[src/hdl/sru_pkg.sv]
package sru_pkg;

  // Register word indices on the Avalon bus; byte address is four times these
  localparam logic [15:0] IDX_BREAK_EXIT    = 16'hFE00;
  localparam logic [15:0] IDX_RESET_CAUSE   = 16'hFE01;
  localparam logic [15:0] IDX_BREAK_CLR_CTL = 16'hFE03;
  localparam logic [15:0] IDX_OPTION        = 16'hFE04;
  localparam logic [15:0] IDX_IRQ_STATUS    = 16'hFE05;
  localparam logic [15:0] IDX_IRQ_MASK      = 16'hFE06;

  // Break exit status layout
  localparam int BIT_BREAK_WAIT_EXIT = 1;

  // Reset cause layout
  localparam int BIT_POWER_ON      = 7;
  localparam int BIT_PIN_CAUSE     = 6;
  localparam int BIT_WATCHDOG      = 5;
  localparam int BIT_BAD_OPCODE    = 4;
  localparam int BIT_BAD_FETCH     = 3;
  localparam int BIT_MONITOR_ENTRY = 2;
  localparam int BIT_LOW_VOLTAGE   = 1;

  // Break flag clear control layout
  localparam int BIT_BREAK_CLR_EN = 7;

  // Option register layout
  localparam int BIT_FAST_RECOVERY = 0;
  localparam int BIT_OSC_IN_STOP   = 1;

  // Interrupt status and mask layout
  localparam int BIT_EV_STOP_ENTER = 0;
  localparam int BIT_EV_STOP_DONE  = 1;
  localparam int BIT_EV_RESET_SEEN = 2;
  localparam int BIT_EV_BREAK_WAIT = 3;
  localparam int NUM_EVENTS        = 4;

  // Reset values
  localparam logic [7:0] RST_RESET_CAUSE = 8'h80;
  localparam logic [7:0] RST_BREAK_EXIT  = 8'h00;
  localparam logic [7:0] RST_BREAK_CTL   = 8'h00;
  localparam logic [7:0] RST_OPTION      = 8'h00;
  localparam logic [3:0] RST_IRQ         = 4'h0;

  // Stop recovery delays in crystal clock cycles
  localparam int SLOW_RECOVERY_CYC = 4096;
  localparam int FAST_RECOVERY_CYC = 32;
  localparam int RECOVERY_CNT_W    = 13;

  typedef enum logic [1:0] {
    SRU_RUN,
    SRU_STOPPED,
    SRU_RECOVER
  } sru_state_t;

endpackage : sru_pkg

[src/hdl/sru_system_integration_unit.sv]
// Notes on behaviour
// Stop entry resets the system counter and switches off every system clock.
// An interrupt request ends stop; stacking starts only after the full recovery delay.
// Every reset source forces the device out of stop mode.
// In stop, bus clock output and crystal clock output are both gated off.
// Recovery lasts 4096 crystal cycles, or 32 when fast recovery is selected.
// With an external crystal keep fast recovery off unless oscillator runs in stop.
// Counter held at zero from stop entry until recovery, then times recovery.
// Break status, reset cause, break clear control sit at FE00, FE01, FE03.
// Break status holds one flag, meaningful only in emulation mode.
// Break exit flag is one when a break ended wait, otherwise zero.
// Reading the reset cause register clears all of its flags.
// Power-on reset sets the power-on flag and clears all other cause flags.
// Other reset sources set their own flag and leave the rest untouched.
// Separate flags: pin, watchdog, bad opcode, bad fetch address, low voltage.
// Monitor entry flag set when vectors read FF and interrupt pin not at test level.
// Break clear enable set lets other modules clear flags during break; clear forbids.
// Flags cleared in break stay cleared; two-step clears finish after break.
// Reset cause read returns the flags as they stood before the clear.
//
// Local design decision: the Avalon-MM interface to the registers.
`timescale 1ns/100ps
module sru_system_integration_unit #(
  parameter int SLOW_CYC = sru_pkg::SLOW_RECOVERY_CYC,
  parameter int FAST_CYC = sru_pkg::FAST_RECOVERY_CYC
) (
  input  wire logic        clk,
  input  wire logic        rst,
  input  wire logic [15:0] avs_address,
  input  wire logic        avs_read,
  input  wire logic        avs_write,
  input  wire logic [31:0] avs_writedata,
  output logic      [31:0] avs_readdata,
  output logic             avs_waitrequest,
  input  wire logic        stop_req,
  input  wire logic        wait_req,
  input  wire logic        module_irq,
  input  wire logic        break_irq,
  input  wire logic        emulation_mode,
  input  wire logic        break_state,
  input  wire logic        pin_reset_evt,
  input  wire logic        watchdog_evt,
  input  wire logic        bad_opcode_evt,
  input  wire logic        bad_fetch_evt,
  input  wire logic        low_voltage_evt,
  input  wire logic        monitor_entry_evt,
  input  wire logic        vectors_read_ff,
  input  wire logic        test_level_voltage,
  output logic             clockgen_bus_output_en,
  output logic             clockgen_crystal_clock_en,
  output logic             stop_active,
  output logic             counter_hold,
  output logic             stacking_start,
  output logic             wait_wake,
  output logic             status_clear_allowed,
  output logic             irq
);

  ////////////////////////////////////////////////////////////////////////////
  // State

  sru_pkg::sru_state_t                       state_r, state_nxt;
  logic [sru_pkg::RECOVERY_CNT_W-1:0]        cnt_r, cnt_nxt;
  logic                                      in_wait_r, in_wait_nxt;
  logic [7:0]                                brk_exit_r, brk_exit_nxt;
  logic [7:0]                                cause_r, cause_nxt;
  logic [7:0]                                brk_ctl_r, brk_ctl_nxt;
  logic [7:0]                                option_r, option_nxt;
  logic [sru_pkg::NUM_EVENTS-1:0]            ists_r, ists_nxt;
  logic [sru_pkg::NUM_EVENTS-1:0]            imask_r, imask_nxt;
  logic                                      done_r, done_nxt;
  logic [31:0]                               rdata_r, rdata_nxt;
  logic                                      stack_r, stack_nxt;
  logic                                      wake_r, wake_nxt;

  logic                                      req;
  logic                                      accept;
  logic                                      wr_acc;
  logic                                      rd_acc;
  logic                                      any_reset_evt;
  logic                                      monitor_hit;
  logic [sru_pkg::RECOVERY_CNT_W-1:0]        delay_last;
  logic [sru_pkg::NUM_EVENTS-1:0]            ev;
  logic [7:0]                                cause_set;

  ////////////////////////////////////////////////////////////////////////////
  // Bus handshake: one wait cycle, then the answer

  assign req             = avs_read | avs_write;
  assign avs_waitrequest = req & ~done_r;
  assign accept          = req & done_r;
  assign wr_acc          = avs_write & done_r;
  assign rd_acc          = avs_read & done_r;
  assign avs_readdata    = rdata_r;

  // Reset sources other than power-on, including the monitor entry condition
  assign monitor_hit   = monitor_entry_evt & vectors_read_ff & ~test_level_voltage;
  assign any_reset_evt = pin_reset_evt | watchdog_evt | bad_opcode_evt
                       | bad_fetch_evt | low_voltage_evt | monitor_hit;

  // Selected recovery length, last count value
  assign delay_last = option_r[sru_pkg::BIT_FAST_RECOVERY]
                    ? sru_pkg::RECOVERY_CNT_W'(FAST_CYC - 1)
                    : sru_pkg::RECOVERY_CNT_W'(SLOW_CYC - 1);

  // One bit per reset source, never touching the power-on flag
  always_comb begin
    cause_set                             = 8'h00;
    cause_set[sru_pkg::BIT_PIN_CAUSE]     = pin_reset_evt;
    cause_set[sru_pkg::BIT_WATCHDOG]      = watchdog_evt;
    cause_set[sru_pkg::BIT_BAD_OPCODE]    = bad_opcode_evt;
    cause_set[sru_pkg::BIT_BAD_FETCH]     = bad_fetch_evt;
    cause_set[sru_pkg::BIT_LOW_VOLTAGE]   = low_voltage_evt;
    cause_set[sru_pkg::BIT_MONITOR_ENTRY] = monitor_hit;
  end

  ////////////////////////////////////////////////////////////////////////////
  // Stop and wait sequencing

  always_comb begin
    state_nxt   = state_r;
    cnt_nxt     = cnt_r;
    in_wait_nxt = in_wait_r;
    stack_nxt   = 1'b0;
    wake_nxt    = 1'b0;
    ev          = '0;
    case (state_r)
      sru_pkg::SRU_RUN: begin
        cnt_nxt = cnt_r + 1'b1;
        if (stop_req && !any_reset_evt) begin
          state_nxt                        = sru_pkg::SRU_STOPPED;
          cnt_nxt                          = '0;
          ev[sru_pkg::BIT_EV_STOP_ENTER]   = 1'b1;
        end
      end
      sru_pkg::SRU_STOPPED: begin
        cnt_nxt = '0;
        if (any_reset_evt) begin
          state_nxt = sru_pkg::SRU_RUN;
        end else if (module_irq) begin
          state_nxt = sru_pkg::SRU_RECOVER;
        end
      end
      sru_pkg::SRU_RECOVER: begin
        cnt_nxt = cnt_r + 1'b1;
        if (any_reset_evt) begin
          state_nxt = sru_pkg::SRU_RUN;
          cnt_nxt   = '0;
        end else if (cnt_r == delay_last) begin
          // Stacking only once the whole delay has run out
          state_nxt                       = sru_pkg::SRU_RUN;
          stack_nxt                       = 1'b1;
          ev[sru_pkg::BIT_EV_STOP_DONE]   = 1'b1;
        end
      end
      default: begin
        state_nxt = sru_pkg::SRU_RUN;
        cnt_nxt   = '0;
      end
    endcase
    // Wait mode tracking; clocks to peripherals keep running meanwhile
    if (wait_req && state_r == sru_pkg::SRU_RUN) begin
      in_wait_nxt = 1'b1;
    end
    if (in_wait_r && (module_irq || break_irq || any_reset_evt)) begin
      in_wait_nxt = 1'b0;
      wake_nxt    = 1'b1;
    end
    ev[sru_pkg::BIT_EV_RESET_SEEN] = any_reset_evt;
    ev[sru_pkg::BIT_EV_BREAK_WAIT] = in_wait_r & break_irq & emulation_mode;
  end

  // Clock gates follow the stop state so the gating never glitches mid-cycle
  assign stop_active               = (state_r != sru_pkg::SRU_RUN);
  assign clockgen_bus_output_en    = ~stop_active;
  assign clockgen_crystal_clock_en = ~stop_active;
  assign counter_hold              = (state_r == sru_pkg::SRU_STOPPED);
  assign stacking_start            = stack_r;
  assign wait_wake                 = wake_r;

  // Other modules may clear their flags in break only when enabled;
  // outside break their own clear sequences run untouched
  assign status_clear_allowed = ~break_state
                              | brk_ctl_r[sru_pkg::BIT_BREAK_CLR_EN];

  ////////////////////////////////////////////////////////////////////////////
  // Register file

  always_comb begin
    done_nxt     = req & ~done_r;
    rdata_nxt    = rdata_r;
    brk_exit_nxt = brk_exit_r;
    brk_ctl_nxt  = brk_ctl_r;
    option_nxt   = option_r;
    imask_nxt    = imask_r;
    ists_nxt     = ists_r;
    cause_nxt    = cause_r;

    // Read data latched in the wait cycle, so it shows the pre-clear value
    if (avs_read && !done_r) begin
      rdata_nxt = 32'h0000_0000;
      case (avs_address)
        sru_pkg::IDX_BREAK_EXIT:    rdata_nxt[7:0] = brk_exit_r;
        sru_pkg::IDX_RESET_CAUSE:   rdata_nxt[7:0] = cause_r;
        sru_pkg::IDX_BREAK_CLR_CTL: rdata_nxt[7:0] = brk_ctl_r;
        sru_pkg::IDX_OPTION:        rdata_nxt[7:0] = option_r;
        sru_pkg::IDX_IRQ_STATUS:    rdata_nxt[sru_pkg::NUM_EVENTS-1:0] = ists_r;
        sru_pkg::IDX_IRQ_MASK:      rdata_nxt[sru_pkg::NUM_EVENTS-1:0] = imask_r;
        default:                    rdata_nxt = 32'h0000_0000;
      endcase
    end

    // Writes land on the accepting edge
    if (wr_acc) begin
      case (avs_address)
        sru_pkg::IDX_BREAK_EXIT: begin
          // Software may only clear the flag by writing zero
          if (!avs_writedata[sru_pkg::BIT_BREAK_WAIT_EXIT]) begin
            brk_exit_nxt[sru_pkg::BIT_BREAK_WAIT_EXIT] = 1'b0;
          end
        end
        sru_pkg::IDX_BREAK_CLR_CTL: begin
          brk_ctl_nxt[sru_pkg::BIT_BREAK_CLR_EN] =
            avs_writedata[sru_pkg::BIT_BREAK_CLR_EN];
        end
        sru_pkg::IDX_OPTION: begin
          // Fast recovery with a crystal is the integrator's call
          option_nxt[sru_pkg::BIT_FAST_RECOVERY] = avs_writedata[sru_pkg::BIT_FAST_RECOVERY];
          option_nxt[sru_pkg::BIT_OSC_IN_STOP]   = avs_writedata[sru_pkg::BIT_OSC_IN_STOP];
        end
        sru_pkg::IDX_IRQ_STATUS: begin
          ists_nxt = ists_r & ~avs_writedata[sru_pkg::NUM_EVENTS-1:0];
        end
        sru_pkg::IDX_IRQ_MASK: begin
          imask_nxt = avs_writedata[sru_pkg::NUM_EVENTS-1:0];
        end
        default: begin
          imask_nxt = imask_r;
        end
      endcase
    end

    // Clear on read, then new causes on top so one arriving in the accepting cycle is kept
    if (rd_acc && avs_address == sru_pkg::IDX_RESET_CAUSE) begin
      cause_nxt = 8'h00;
    end
    cause_nxt = cause_nxt | cause_set;

    // Break flag: set by a break ending wait in emulation mode, cleared by an interrupt or reset wake
    if (in_wait_r && emulation_mode && break_irq) begin
      brk_exit_nxt[sru_pkg::BIT_BREAK_WAIT_EXIT] = 1'b1;
    end else if (in_wait_r && (module_irq || any_reset_evt)) begin
      brk_exit_nxt[sru_pkg::BIT_BREAK_WAIT_EXIT] = 1'b0;
    end

    // Event set wins over a same-cycle write-one clear
    ists_nxt = ists_nxt | ev;
  end

  assign irq = |(ists_r & imask_r);

  ////////////////////////////////////////////////////////////////////////////
  // Flops; power-on reset leaves only the power-on cause flag set

  always_ff @(posedge clk or posedge rst) begin
    if (rst) begin
      state_r    <= sru_pkg::SRU_RUN;
      cnt_r      <= '0;
      in_wait_r  <= 1'b0;
      brk_exit_r <= sru_pkg::RST_BREAK_EXIT;
      cause_r    <= sru_pkg::RST_RESET_CAUSE;
      brk_ctl_r  <= sru_pkg::RST_BREAK_CTL;
      option_r   <= sru_pkg::RST_OPTION;
      ists_r     <= sru_pkg::RST_IRQ;
      imask_r    <= sru_pkg::RST_IRQ;
      done_r     <= 1'b0;
      rdata_r    <= 32'h0000_0000;
      stack_r    <= 1'b0;
      wake_r     <= 1'b0;
    end else begin
      state_r    <= state_nxt;
      cnt_r      <= cnt_nxt;
      in_wait_r  <= in_wait_nxt;
      brk_exit_r <= brk_exit_nxt;
      cause_r    <= cause_nxt;
      brk_ctl_r  <= brk_ctl_nxt;
      option_r   <= option_nxt;
      ists_r     <= ists_nxt;
      imask_r    <= imask_nxt;
      done_r     <= done_nxt;
      rdata_r    <= rdata_nxt;
      stack_r    <= stack_nxt;
      wake_r     <= wake_nxt;
    end
  end

  ////////////////////////////////////////////////////////////////////////////
  // Checks

  // Helper: cycles spent in recovery
  logic [sru_pkg::RECOVERY_CNT_W:0] rec_len_r;
  always_ff @(posedge clk or posedge rst) begin
    if (rst) begin
      rec_len_r <= '0;
    end else if (state_r == sru_pkg::SRU_RECOVER) begin
      rec_len_r <= rec_len_r + 1'b1;
    end else begin
      rec_len_r <= '0;
    end
  end

  property p_stop_entry;
    @(posedge clk) disable iff (rst)
    (state_r == sru_pkg::SRU_RUN && stop_req && !any_reset_evt)
      |=> (state_r == sru_pkg::SRU_STOPPED) && (cnt_r == '0);
  endproperty
  a_stop_entry: assert property (p_stop_entry) else $error("stop entry missed");

  property p_stack_delay;
    @(posedge clk) disable iff (rst)
    $rose(stack_r) |-> ($past(rec_len_r) + 1'b1 ==
      ($past(option_r[sru_pkg::BIT_FAST_RECOVERY]) ? FAST_CYC : SLOW_CYC));
  endproperty
  a_stack_delay: assert property (p_stack_delay) else $error("recovery length wrong");

  property p_wake_irq;
    @(posedge clk) disable iff (rst)
    (state_r == sru_pkg::SRU_STOPPED && module_irq && !any_reset_evt)
      |=> (state_r == sru_pkg::SRU_RECOVER) && !stack_r;
  endproperty
  a_wake_irq: assert property (p_wake_irq) else $error("irq did not start recovery");

  property p_reset_exit;
    @(posedge clk) disable iff (rst)
    (stop_active && any_reset_evt) |=> !stop_active && !stack_r;
  endproperty
  a_reset_exit: assert property (p_reset_exit) else $error("reset left stop active");

  property p_gate_off;
    @(posedge clk) disable iff (rst)
    stop_active |-> !clockgen_bus_output_en && !clockgen_crystal_clock_en;
  endproperty
  a_gate_off: assert property (p_gate_off) else $error("clock not gated in stop");

  property p_cnt_held;
    @(posedge clk) disable iff (rst)
    (state_r == sru_pkg::SRU_STOPPED) |-> (cnt_r == '0);
  endproperty
  a_cnt_held: assert property (p_cnt_held) else $error("counter moved in stop");

  property p_rc_read;
    @(posedge clk) disable iff (rst)
    (rd_acc && avs_address == sru_pkg::IDX_RESET_CAUSE && !any_reset_evt)
      |-> (avs_readdata[7:0] == cause_r) ##1 (cause_r == 8'h00);
  endproperty
  a_rc_read: assert property (p_rc_read) else $error("cause read or clear wrong");

  property p_cause_set;
    @(posedge clk) disable iff (rst)
    watchdog_evt |=> cause_r[sru_pkg::BIT_WATCHDOG]
                     && (cause_r[sru_pkg::BIT_POWER_ON] == $past(cause_r[sru_pkg::BIT_POWER_ON])
                         || $past(rd_acc));
  endproperty
  a_cause_set: assert property (p_cause_set) else $error("watchdog cause not kept");

  property p_brk_flag;
    @(posedge clk) disable iff (rst)
    (in_wait_r && emulation_mode && break_irq)
      |=> brk_exit_r[sru_pkg::BIT_BREAK_WAIT_EXIT] && wake_r;
  endproperty
  a_brk_flag: assert property (p_brk_flag) else $error("break exit flag not set");

  property p_clr_gate;
    @(posedge clk) disable iff (rst)
    (break_state && !brk_ctl_r[sru_pkg::BIT_BREAK_CLR_EN]) |-> !status_clear_allowed;
  endproperty
  a_clr_gate: assert property (p_clr_gate) else $error("clear allowed in break");

  property p_irq_out;
    @(posedge clk) disable iff (rst)
    ev[sru_pkg::BIT_EV_STOP_ENTER] && imask_r[sru_pkg::BIT_EV_STOP_ENTER]
      && !(wr_acc && avs_address == sru_pkg::IDX_IRQ_MASK) |=> irq;
  endproperty
  a_irq_out: assert property (p_irq_out) else $error("interrupt not raised");

endmodule : sru_system_integration_unit

[config.mk]
export PLATFORM = sky130hd
export DESIGN_NAME = sru_system_integration_unit
export DESIGN_NICKNAME = d
export VERILOG_FILES = /design/src/hdl/sru_pkg.sv /design/src/hdl/sru_system_integration_unit.sv
export SDC_FILE = /design/constraint.sdc
export NUM_CORES = 1
export LEC_CHECK = 0
export BUFFER_PORTS_ARGS = -buffer_cell sky130_fd_sc_hd__buf_2
export CAP_MARGIN = 20
export CORE_AREA = 2 2 87 68
export DETAILED_ROUTE_END_ITERATION = 8
export DIE_AREA = 0 0 89 70
export GPL_TIMING_DRIVEN = 0
export PLACE_DENSITY = 0.78
export SYNTH_ARGS = -nofsm -noshare
export SYNTH_HDL_FRONTEND = slang
export SYNTH_SLANG_ARGS = --single-unit
export TNS_END_PERCENT = 50
[constraint.sdc]
create_clock -name clk -period 1.92 [get_ports clk]
set_clock_uncertainty 0.05 [all_clocks]
set_input_delay 0.096 -clock clk [delete_from_list [all_inputs] [get_ports clk]]
set_output_delay 0.096 -clock clk [all_outputs]
set_load 0.005 [all_outputs]
==> impl_results.md, run 1 <==
* TritonCTS clock tree: yes
* Layout cells sized above 1 at 0.314
* Grt ovf at 0
* FF/Latch Area at 1150 µm²
* Worst Setup Start Kind: flop
* Die area at 6230 µm²
* DR vias/cell at 4.89
* Synth async-reset ratio at 1.00
* Root Buffer Master: clkbuf_8
* Final hold slack at 13.6 ps
* Vias at 2064
* Placed cell areas at 2940 µm²
* Cell variety after synth at 46
* Wire per inst at 13.6 µm
* DRC violations left at 0
* Nets at 410
* CP max-delay cell: or4_4
* Worst-path cell chain: nand4bb_1, or4_4, buf_6, or3_4, mux2_4
* HPWL after DPL at 4230 µm
* Max rail drop VDD at 0.323 mV
* Clk_lat worst skew at 300 ps
* Synth Warn # at 0
* Fill cells at 499
* Outcome: finished, final reports clean
* Multiplexer area fraction after synthesis at 0.0653
* Initial antenna violation count at 0
* Seq/Total Area, Yosys at 0.470
* Overall Power at 2.24 mW
* Clk buf depth at 2
* CTS buffer count at 5
* Final WL at 5730 µm
* Clock H-tree levels at 2
* Place WS at -382 ps
* Post-synth top flop: dfrtp_1
* Final WS setup at 12.9 ps
* GP Congestion at 0.828
* DIE HEIGHT at 70 µm
* Syn avg cell area at 9.84 µm²
* Core box area at 5530 µm²
* Area of the multi-input gates at 1160 µm²
* CP peak stage delay at 440 ps
* Final Cell Area at 3170 µm²
* Pwr dens at 708 nW/µm²
* CTS clk-pin slew, worst paths at 90 ps
* Post-synth EDFFs at 0
* Post-synthesis xor/xnor area fraction at 0.0393
* Die W at 89 µm
* Setup bufs post-CTS at 0
* CP Class: flop to flop
* P_leak at 1.59 nW
* First-pass GRT wire length at 9290 µm
* Post-Synth Adder-Cell Area at 0.00510
* DR iter-0 viols at 120
* Tmin final at 1910 ps
* Final Cycle Share at 0.993
* I/O Buffers at 53
* Mapped Area at 2450 µm²
* Starting Density at 0.444
* FF+latch count, synth at 46
* Worst-path fanout max at 6
* CTS sink cnt at 46
* Largest net degree at the start of global routing at 36
* Critical path arrival at 2050 ps
* Crit path capture type: flop
* Hold Path Class: input pin to flop
* RSZ-0062 raised after global routing: yes
* Area Overhead vs Synth at 29.2%
* Total GRT Usage at 0.192
* Compound-Gate Fraction of Synth Area at 0.0919
* Largest family of logic cells by synthesized area: simple AND/OR/NAND/NOR gates
* MaxCap Viol Count at 0
* Hold Fails Final Rpt at 0
* Pre-Repair DR Iteration Count at 4
* Slew Limit Fails at 0
* FMAX at 524 MHz
* Post-Synth Simple-Gate Area at 0.222
* N_diodes at 0
* Data required, critical path at 2070 ps
* Post-Synthesis Cells at 249
* FP Rows at 24
* Vias in the first global route at 1982
* Ports at 107
* Detail Route Antenna Nets at 0
* Final setup viols at 0
## repair_timing
item	in CTS	in global routing
endpoints found under the hold margin	27	0
hold buffers	10	0
setup endpoints to repair	19	13
gates resized for setup	3	2
pin swaps	1	0
## logic make-up (layout without fill, tap and decap cells)
kind of cell	count (synthesis)	after routing
DFF	46	46
muxes	14	14
adders and majority gates	1	1
xor gates and xnor gates	11	11
other	1	24
AOI/OAI and AO/OA	34	34
buffers and inverters	43	115
and+or+nand+nor	99	99
## critical path: cells and delay by family, from the launching register on
family        cells  cell delay, ps
simple gates      3             900
flops             1             400
mux               1             300
buf+inv           1             150
## routing by layer
metal  global-route usage  wire length [µm]  up-vias
li1                     -                 -     1003
met1                0.268              2560      970
met2                0.306              2710       85
met3               0.0355               412        6
met4               0.0547                53        0
met5                    0                 0        -
## power by group
group          internal (mW)  switching (mW)  total, mW
sequential              1.05          0.0805       1.13
clock                  0.364           0.331      0.695
combinational          0.194           0.222      0.415
total                   1.61           0.633       2.24
## area by class of cell
| cell class | instances | share of cell area |
|---|---|---|
| Tap cell | 78 | 0.0308 |
| Timing Repair Buffer | 64 | 0.122 |
| Clock buffer | 8 | 0.0348 |
| Inverter | 9 | 0.0107 |
| Multi-Input combinational cell | 183 | 0.366 |
| Buffer | 34 | 0.0727 |
| Sequential cell | 46 | 0.364 |
## worst paths after layout
path	end	start	cells past startpoint	slack, ps
max	option_r[1]$_DFFE_PP0P_	done_r$_DFF_PP0_	5	10
min reg2reg	avs_readdata[4]$_DFFE_PP0P_	avs_readdata[4]$_DFFE_PP0P_	2	430
max reg2reg	option_r[1]$_DFFE_PP0P_	done_r$_DFF_PP0_	5	10
min in group asynchronous	cnt_r[11]$_DFF_PP0_	rst	3	230
min	option_r[0]$_DFFE_PP0P_	avs_writedata[0]	2	10
max in group asynchronous	cause_r[7]$_DFFE_PP1P_	rst	4	1050
## synth_stat cells (all sizes together), types with 2 or more instances
| cell type | count | share of area |
|---|---|---|
| o41ai | 3 | 0.011 |
| nor4b | 3 | 0.013 |
| or4 | 4 | 0.014 |
| and4 | 2 | 0.0071 |
| nor2 | 24 | 0.037 |
| clkbuf | 7 | 0.011 |
| buf | 27 | 0.080 |
| nand4 | 7 | 0.018 |
| and2 | 2 | 0.0051 |
| mux2i | 4 | 0.016 |
| xor2 | 10 | 0.036 |
| inv | 9 | 0.014 |
| nor2b | 5 | 0.013 |
| o31ai | 2 | 0.0061 |
| a22oi | 4 | 0.012 |
| or3 | 2 | 0.0071 |
| nand2 | 17 | 0.026 |
| nand2b | 5 | 0.013 |
| a21o | 6 | 0.018 |
| nand3 | 11 | 0.022 |
| nor3 | 5 | 0.012 |
| and3 | 7 | 0.018 |
| nand3b | 2 | 0.0061 |
| o21ai | 6 | 0.012 |
| a21oi | 8 | 0.016 |
| mux2 | 10 | 0.049 |
| dfrtp | 45 | 0.46 |
## layout by cell type (no fill, tap or decap), types with 5 or more instances in the layout
master and count:
buf_2 53, nor2_1 24, conb_1 24, a21oi_1 8
nor2b_1 5, clkbuf_1 6, dfrtp_1 45, xor2_1 10
nand2b_1 5, o21ai_0 6, inv_1 8, nand3_1 11
and3_1 7, mux2_2 8, a21o_1 6, dlygate4sd3_1 10
nand2_1 17, clkbuf_8 8, buf_4 25, nand4_1 7
## flip-flops by register name (all words and copies together) (netlist names)
| name | cells |
|---|---|
| state_r | 2 |
| option_r | 2 |
| stacking_start | 1 |
| brk_ctl_r | 1 |
| done_r | 1 |
| cause_r | 7 |
| brk_exit_r | 1 |
| imask_r | 4 |
| cnt_r | 13 |
| in_wait_r | 1 |
| ists_r | 4 |
| wait_wake | 1 |
| avs_readdata | 8 |
## per-stage QoR
| step | setup TNS [ps] | std cells | util |
|---|---|---|---|
| after floorplan | -117 | 272 | - |
| after global placement | -6870 | 403 | 0.528 |
| after detailed placement | -7520 | 404 | 0.531 |
| after CTS | 0 | 422 | 0.573 |
| after global routing | -40.4 | 422 | 0.573 |
| final | 0 | 422 | 0.573 |
Power figures use the tool's default switching activity.
==> inputs of run 2 (changes only) <==
--- a/config.mk
+++ b/config.mk
@@ -8,9 +8,9 @@
 export BUFFER_PORTS_ARGS = -buffer_cell sky130_fd_sc_hd__buf_2
 export CAP_MARGIN = 20
 export CORE_AREA = 2 2 87 68
+export CTS_BUF_LIST = sky130_fd_sc_hd__clkbuf_16
 export DETAILED_ROUTE_END_ITERATION = 8
 export DIE_AREA = 0 0 89 70
-export GPL_TIMING_DRIVEN = 0
 export PLACE_DENSITY = 0.78
 export SYNTH_ARGS = -nofsm -noshare
 export SYNTH_HDL_FRONTEND = slang
==> run 2 against run 1 <==
Compared with the run above: sequential power barely moved; worst setup slack improved by 65 ps; flip-flop and latch count stayed put; combinational power is 17% lower; sequential share of layout area up 1.5 points; fmax rose by 3.5%; register-to-register slack better by 60 ps; critical endpoint is now option_r[0]$_DFFE_PP0P_; highest routed layer unchanged.
==> impl_results.md, run 2 (same netlist as run 1, synthesis figures left out) <==
* Layout cells sized above 1 at 0.285 (-0.0291)
* DR iter-0 viols at 130 (+8.3%)
* Final WL at 5610 µm (-2.2%)
* Outcome: finished, final reports clean
* Slew headroom at 0.613
* Final Cycle Share at 0.960 (-0.0338)
* Switch share at 0.248 (-0.0343)
* Core box area at 5530 µm² (unchanged)
* Max reg flops at 13 (unchanged)
* Commonest non-fill, non-tap cell in the layout: buf_2
* Clock H-tree levels at 2 (unchanged)
* Area Overhead vs Synth at 24.1%
* Die area at 6230 µm² (unchanged)
* RSZ-0062 raised after global routing: no
* Critical path arrival at 1970 ps (-80 ps)
* Ports at 107 (unchanged)
* CP peak stage delay at 520 ps (+80 ps)
* Worst-path cell chain: nand4bb_1, or4_4, or3_4, mux2_4
* CTS sink cnt at 46 (unchanged)
* Detail Route Antenna Nets at 0 (unchanged)
* Tmin final at 1840 ps (-64.8 ps)
* Combinational Power Share at 0.133 (-0.052)
* DP Cell Count at 379 (-6.2%)
* Final setup viols at 0 (unchanged)
* Die W at 89 µm (unchanged)
* Vias at 2011 (-2.6%)
* Vias in the first global route at 1905 (-3.9%)
* P_leak at 1.49 nW (-6.8%)
* N_diodes at 0 (unchanged)
* FMAX at 543 MHz (+3.5%)
* Fill cells at 498 (-0.20%)
* Largest net degree at the start of global routing at 47 (+31%)
* Setup bufs post-CTS at 0 (unchanged)
* Clk_lat worst skew at 290 ps (about the same)
* Power Internal at 1.95 mW (+21%)
* Initial antenna violation count at 0 (unchanged)
* Wire per inst at 14.2 µm (+4.8%)
* Pre-Repair DR Iteration Count at 4 (unchanged)
* MaxCap Viol Count at 0 (unchanged)
* Clk pwr share at 0.422 (+0.112)
* GP Congestion at 0.788 (-4.8%)
* Post-route non-filler standard cell count at 394 (-6.6%)
* CP max-delay cell: or4_4
* DIE HEIGHT at 70 µm (unchanged)
* Clk buf depth at 2 (unchanged)
* Final Cell Area at 3040 µm² (-3.9%)
* Nets at 382 (-6.8%)
* Net Sw Power at 0.643 mW (+1.6%)
* DRC violations left at 0 (unchanged)
* Slew Limit Fails at 0 (unchanged)
* TritonCTS clock tree: yes
* Max rail drop VDD at 0.486 mV (+50%)
* FP Rows at 24 (unchanged)
* Worst Setup Start Kind: flop
* Final Core Density at 0.551 (-0.0226)
* CTS buffer count at 5 (unchanged)
* Pwr dens at 852 nW/µm² (+20%)
* Starting Density at 0.444 (unchanged)
* CTS clk-pin slew, worst paths at 60 ps (-30 ps)
* I/O Buffers at 55 (+3.8%)
* DR vias/cell at 5.10 (+4.4%)
* Placed cell areas at 2760 µm² (-6.1%)
* Register share of total power at 0.445 (-0.060)
* Overall Power at 2.59 mW (+16%)
* Reg with most FFs: cnt_r
* HPWL after DPL at 4060 µm (-4.0%)
* Total GRT Usage at 0.190 (-0.00169)
* Hold Path Class: input pin to flop
* Hold Fails Final Rpt at 0 (unchanged)
* Grt ovf at 0 (unchanged)
* Worst-path fanout max at 4 (-2)
* Root Buffer Master: clkbuf_16
* Worst Tran Pin Value at 580 ps
* Commonest cells after routing, fill and taps aside: buf_2 (53), dfrtp_1 (45), conb_1 (24)
* CP Class: flop to flop
* Data required, critical path at 2040 ps (-30 ps)
* Crit path capture type: flop
* First-pass GRT wire length at 9190 µm (-1.1%)
==> run 2: path summary, 6_finish.rpt <==
| check | start | slack, ps | cells after the start | endpoint |
|---|---|---|---|---|
| max | done_r$_DFF_PP0_ | 80 | 4 | option_r[0]$_DFFE_PP0P_ |
| min in group asynchronous | rst | 440 | 4 | ists_r[1]$_DFF_PP0_ |
| max in group asynchronous | rst | 980 | 4 | avs_readdata[7]$_DFFE_PP0P_ |
| min | avs_writedata[3] | 20 | 2 | imask_r[3]$_DFFE_PP0P_ |
| max reg2reg | done_r$_DFF_PP0_ | 80 | 4 | option_r[0]$_DFFE_PP0P_ |
| min reg2reg | avs_readdata[4]$_DFFE_PP0P_ | 430 | 2 | avs_readdata[4]$_DFFE_PP0P_ |
==> run 2: repair_timing <==
action | 4_1_cts | 5_1_grt
setup endpoints to repair | 0 | 13
gates resized for setup | 0 | 8
hold endpoints to repair | 52 | 0
hold buffers | 8 | 0
==> run 2: through the flow <==
| step | TNS [ps] | hold WS (ps) | worst slack, ps |
|---|---|---|---|
| final | 0 | 25.0 | 77.7 |
| after global routing | 0 | 22.5 | 25.9 |
| after global placement | -379 | 223 | -73.9 |
| after detailed placement | -672 | 227 | -91.8 |
| after floorplan | -117 | 138 | -58.3 |
| after CTS | 0 | 27.5 | 36.6 |
==> run 2: worst max-delay path, delay by kind of cell (launching register included) <==
family,cells,cell delay (ps)
simple gates,3,990
flops,1,390
mux,1,300
==> run 2: final cells by class <==
cell class / instances / area (µm²) / area share
clock buffer: 5 / 125 / 0.0411
inverter: 9 / 33.8 / 0.0111
clock inverter: 3 / 63.8 / 0.0210
sequential: 46 / 1150 / 0.379
multi-input combinational: 183 / 1150 / 0.379
tap: 78 / 97.6 / 0.0321
timing repair buffer: 70 / 417 / 0.137
==> run 2: power groups by stage <==
stage	logic [mW]	clock network [mW]	registers (mW)
after floorplan	0.282	0	1.13
after global placement	0.311	0	1.16
after detailed placement	0.329	0	1.17
after CTS	0.343	1.12	1.15
after global routing	0.394	1.16	1.16
final	0.345	1.10	1.15
==> run 2: routing by layer <==
layer / wire length, µm / track usage
met1: 2560 / 0.269
met2: 2600 / 0.288
met3: 320 / 0.0296
met4: 131 / 0.0862
met5: 0 / 0
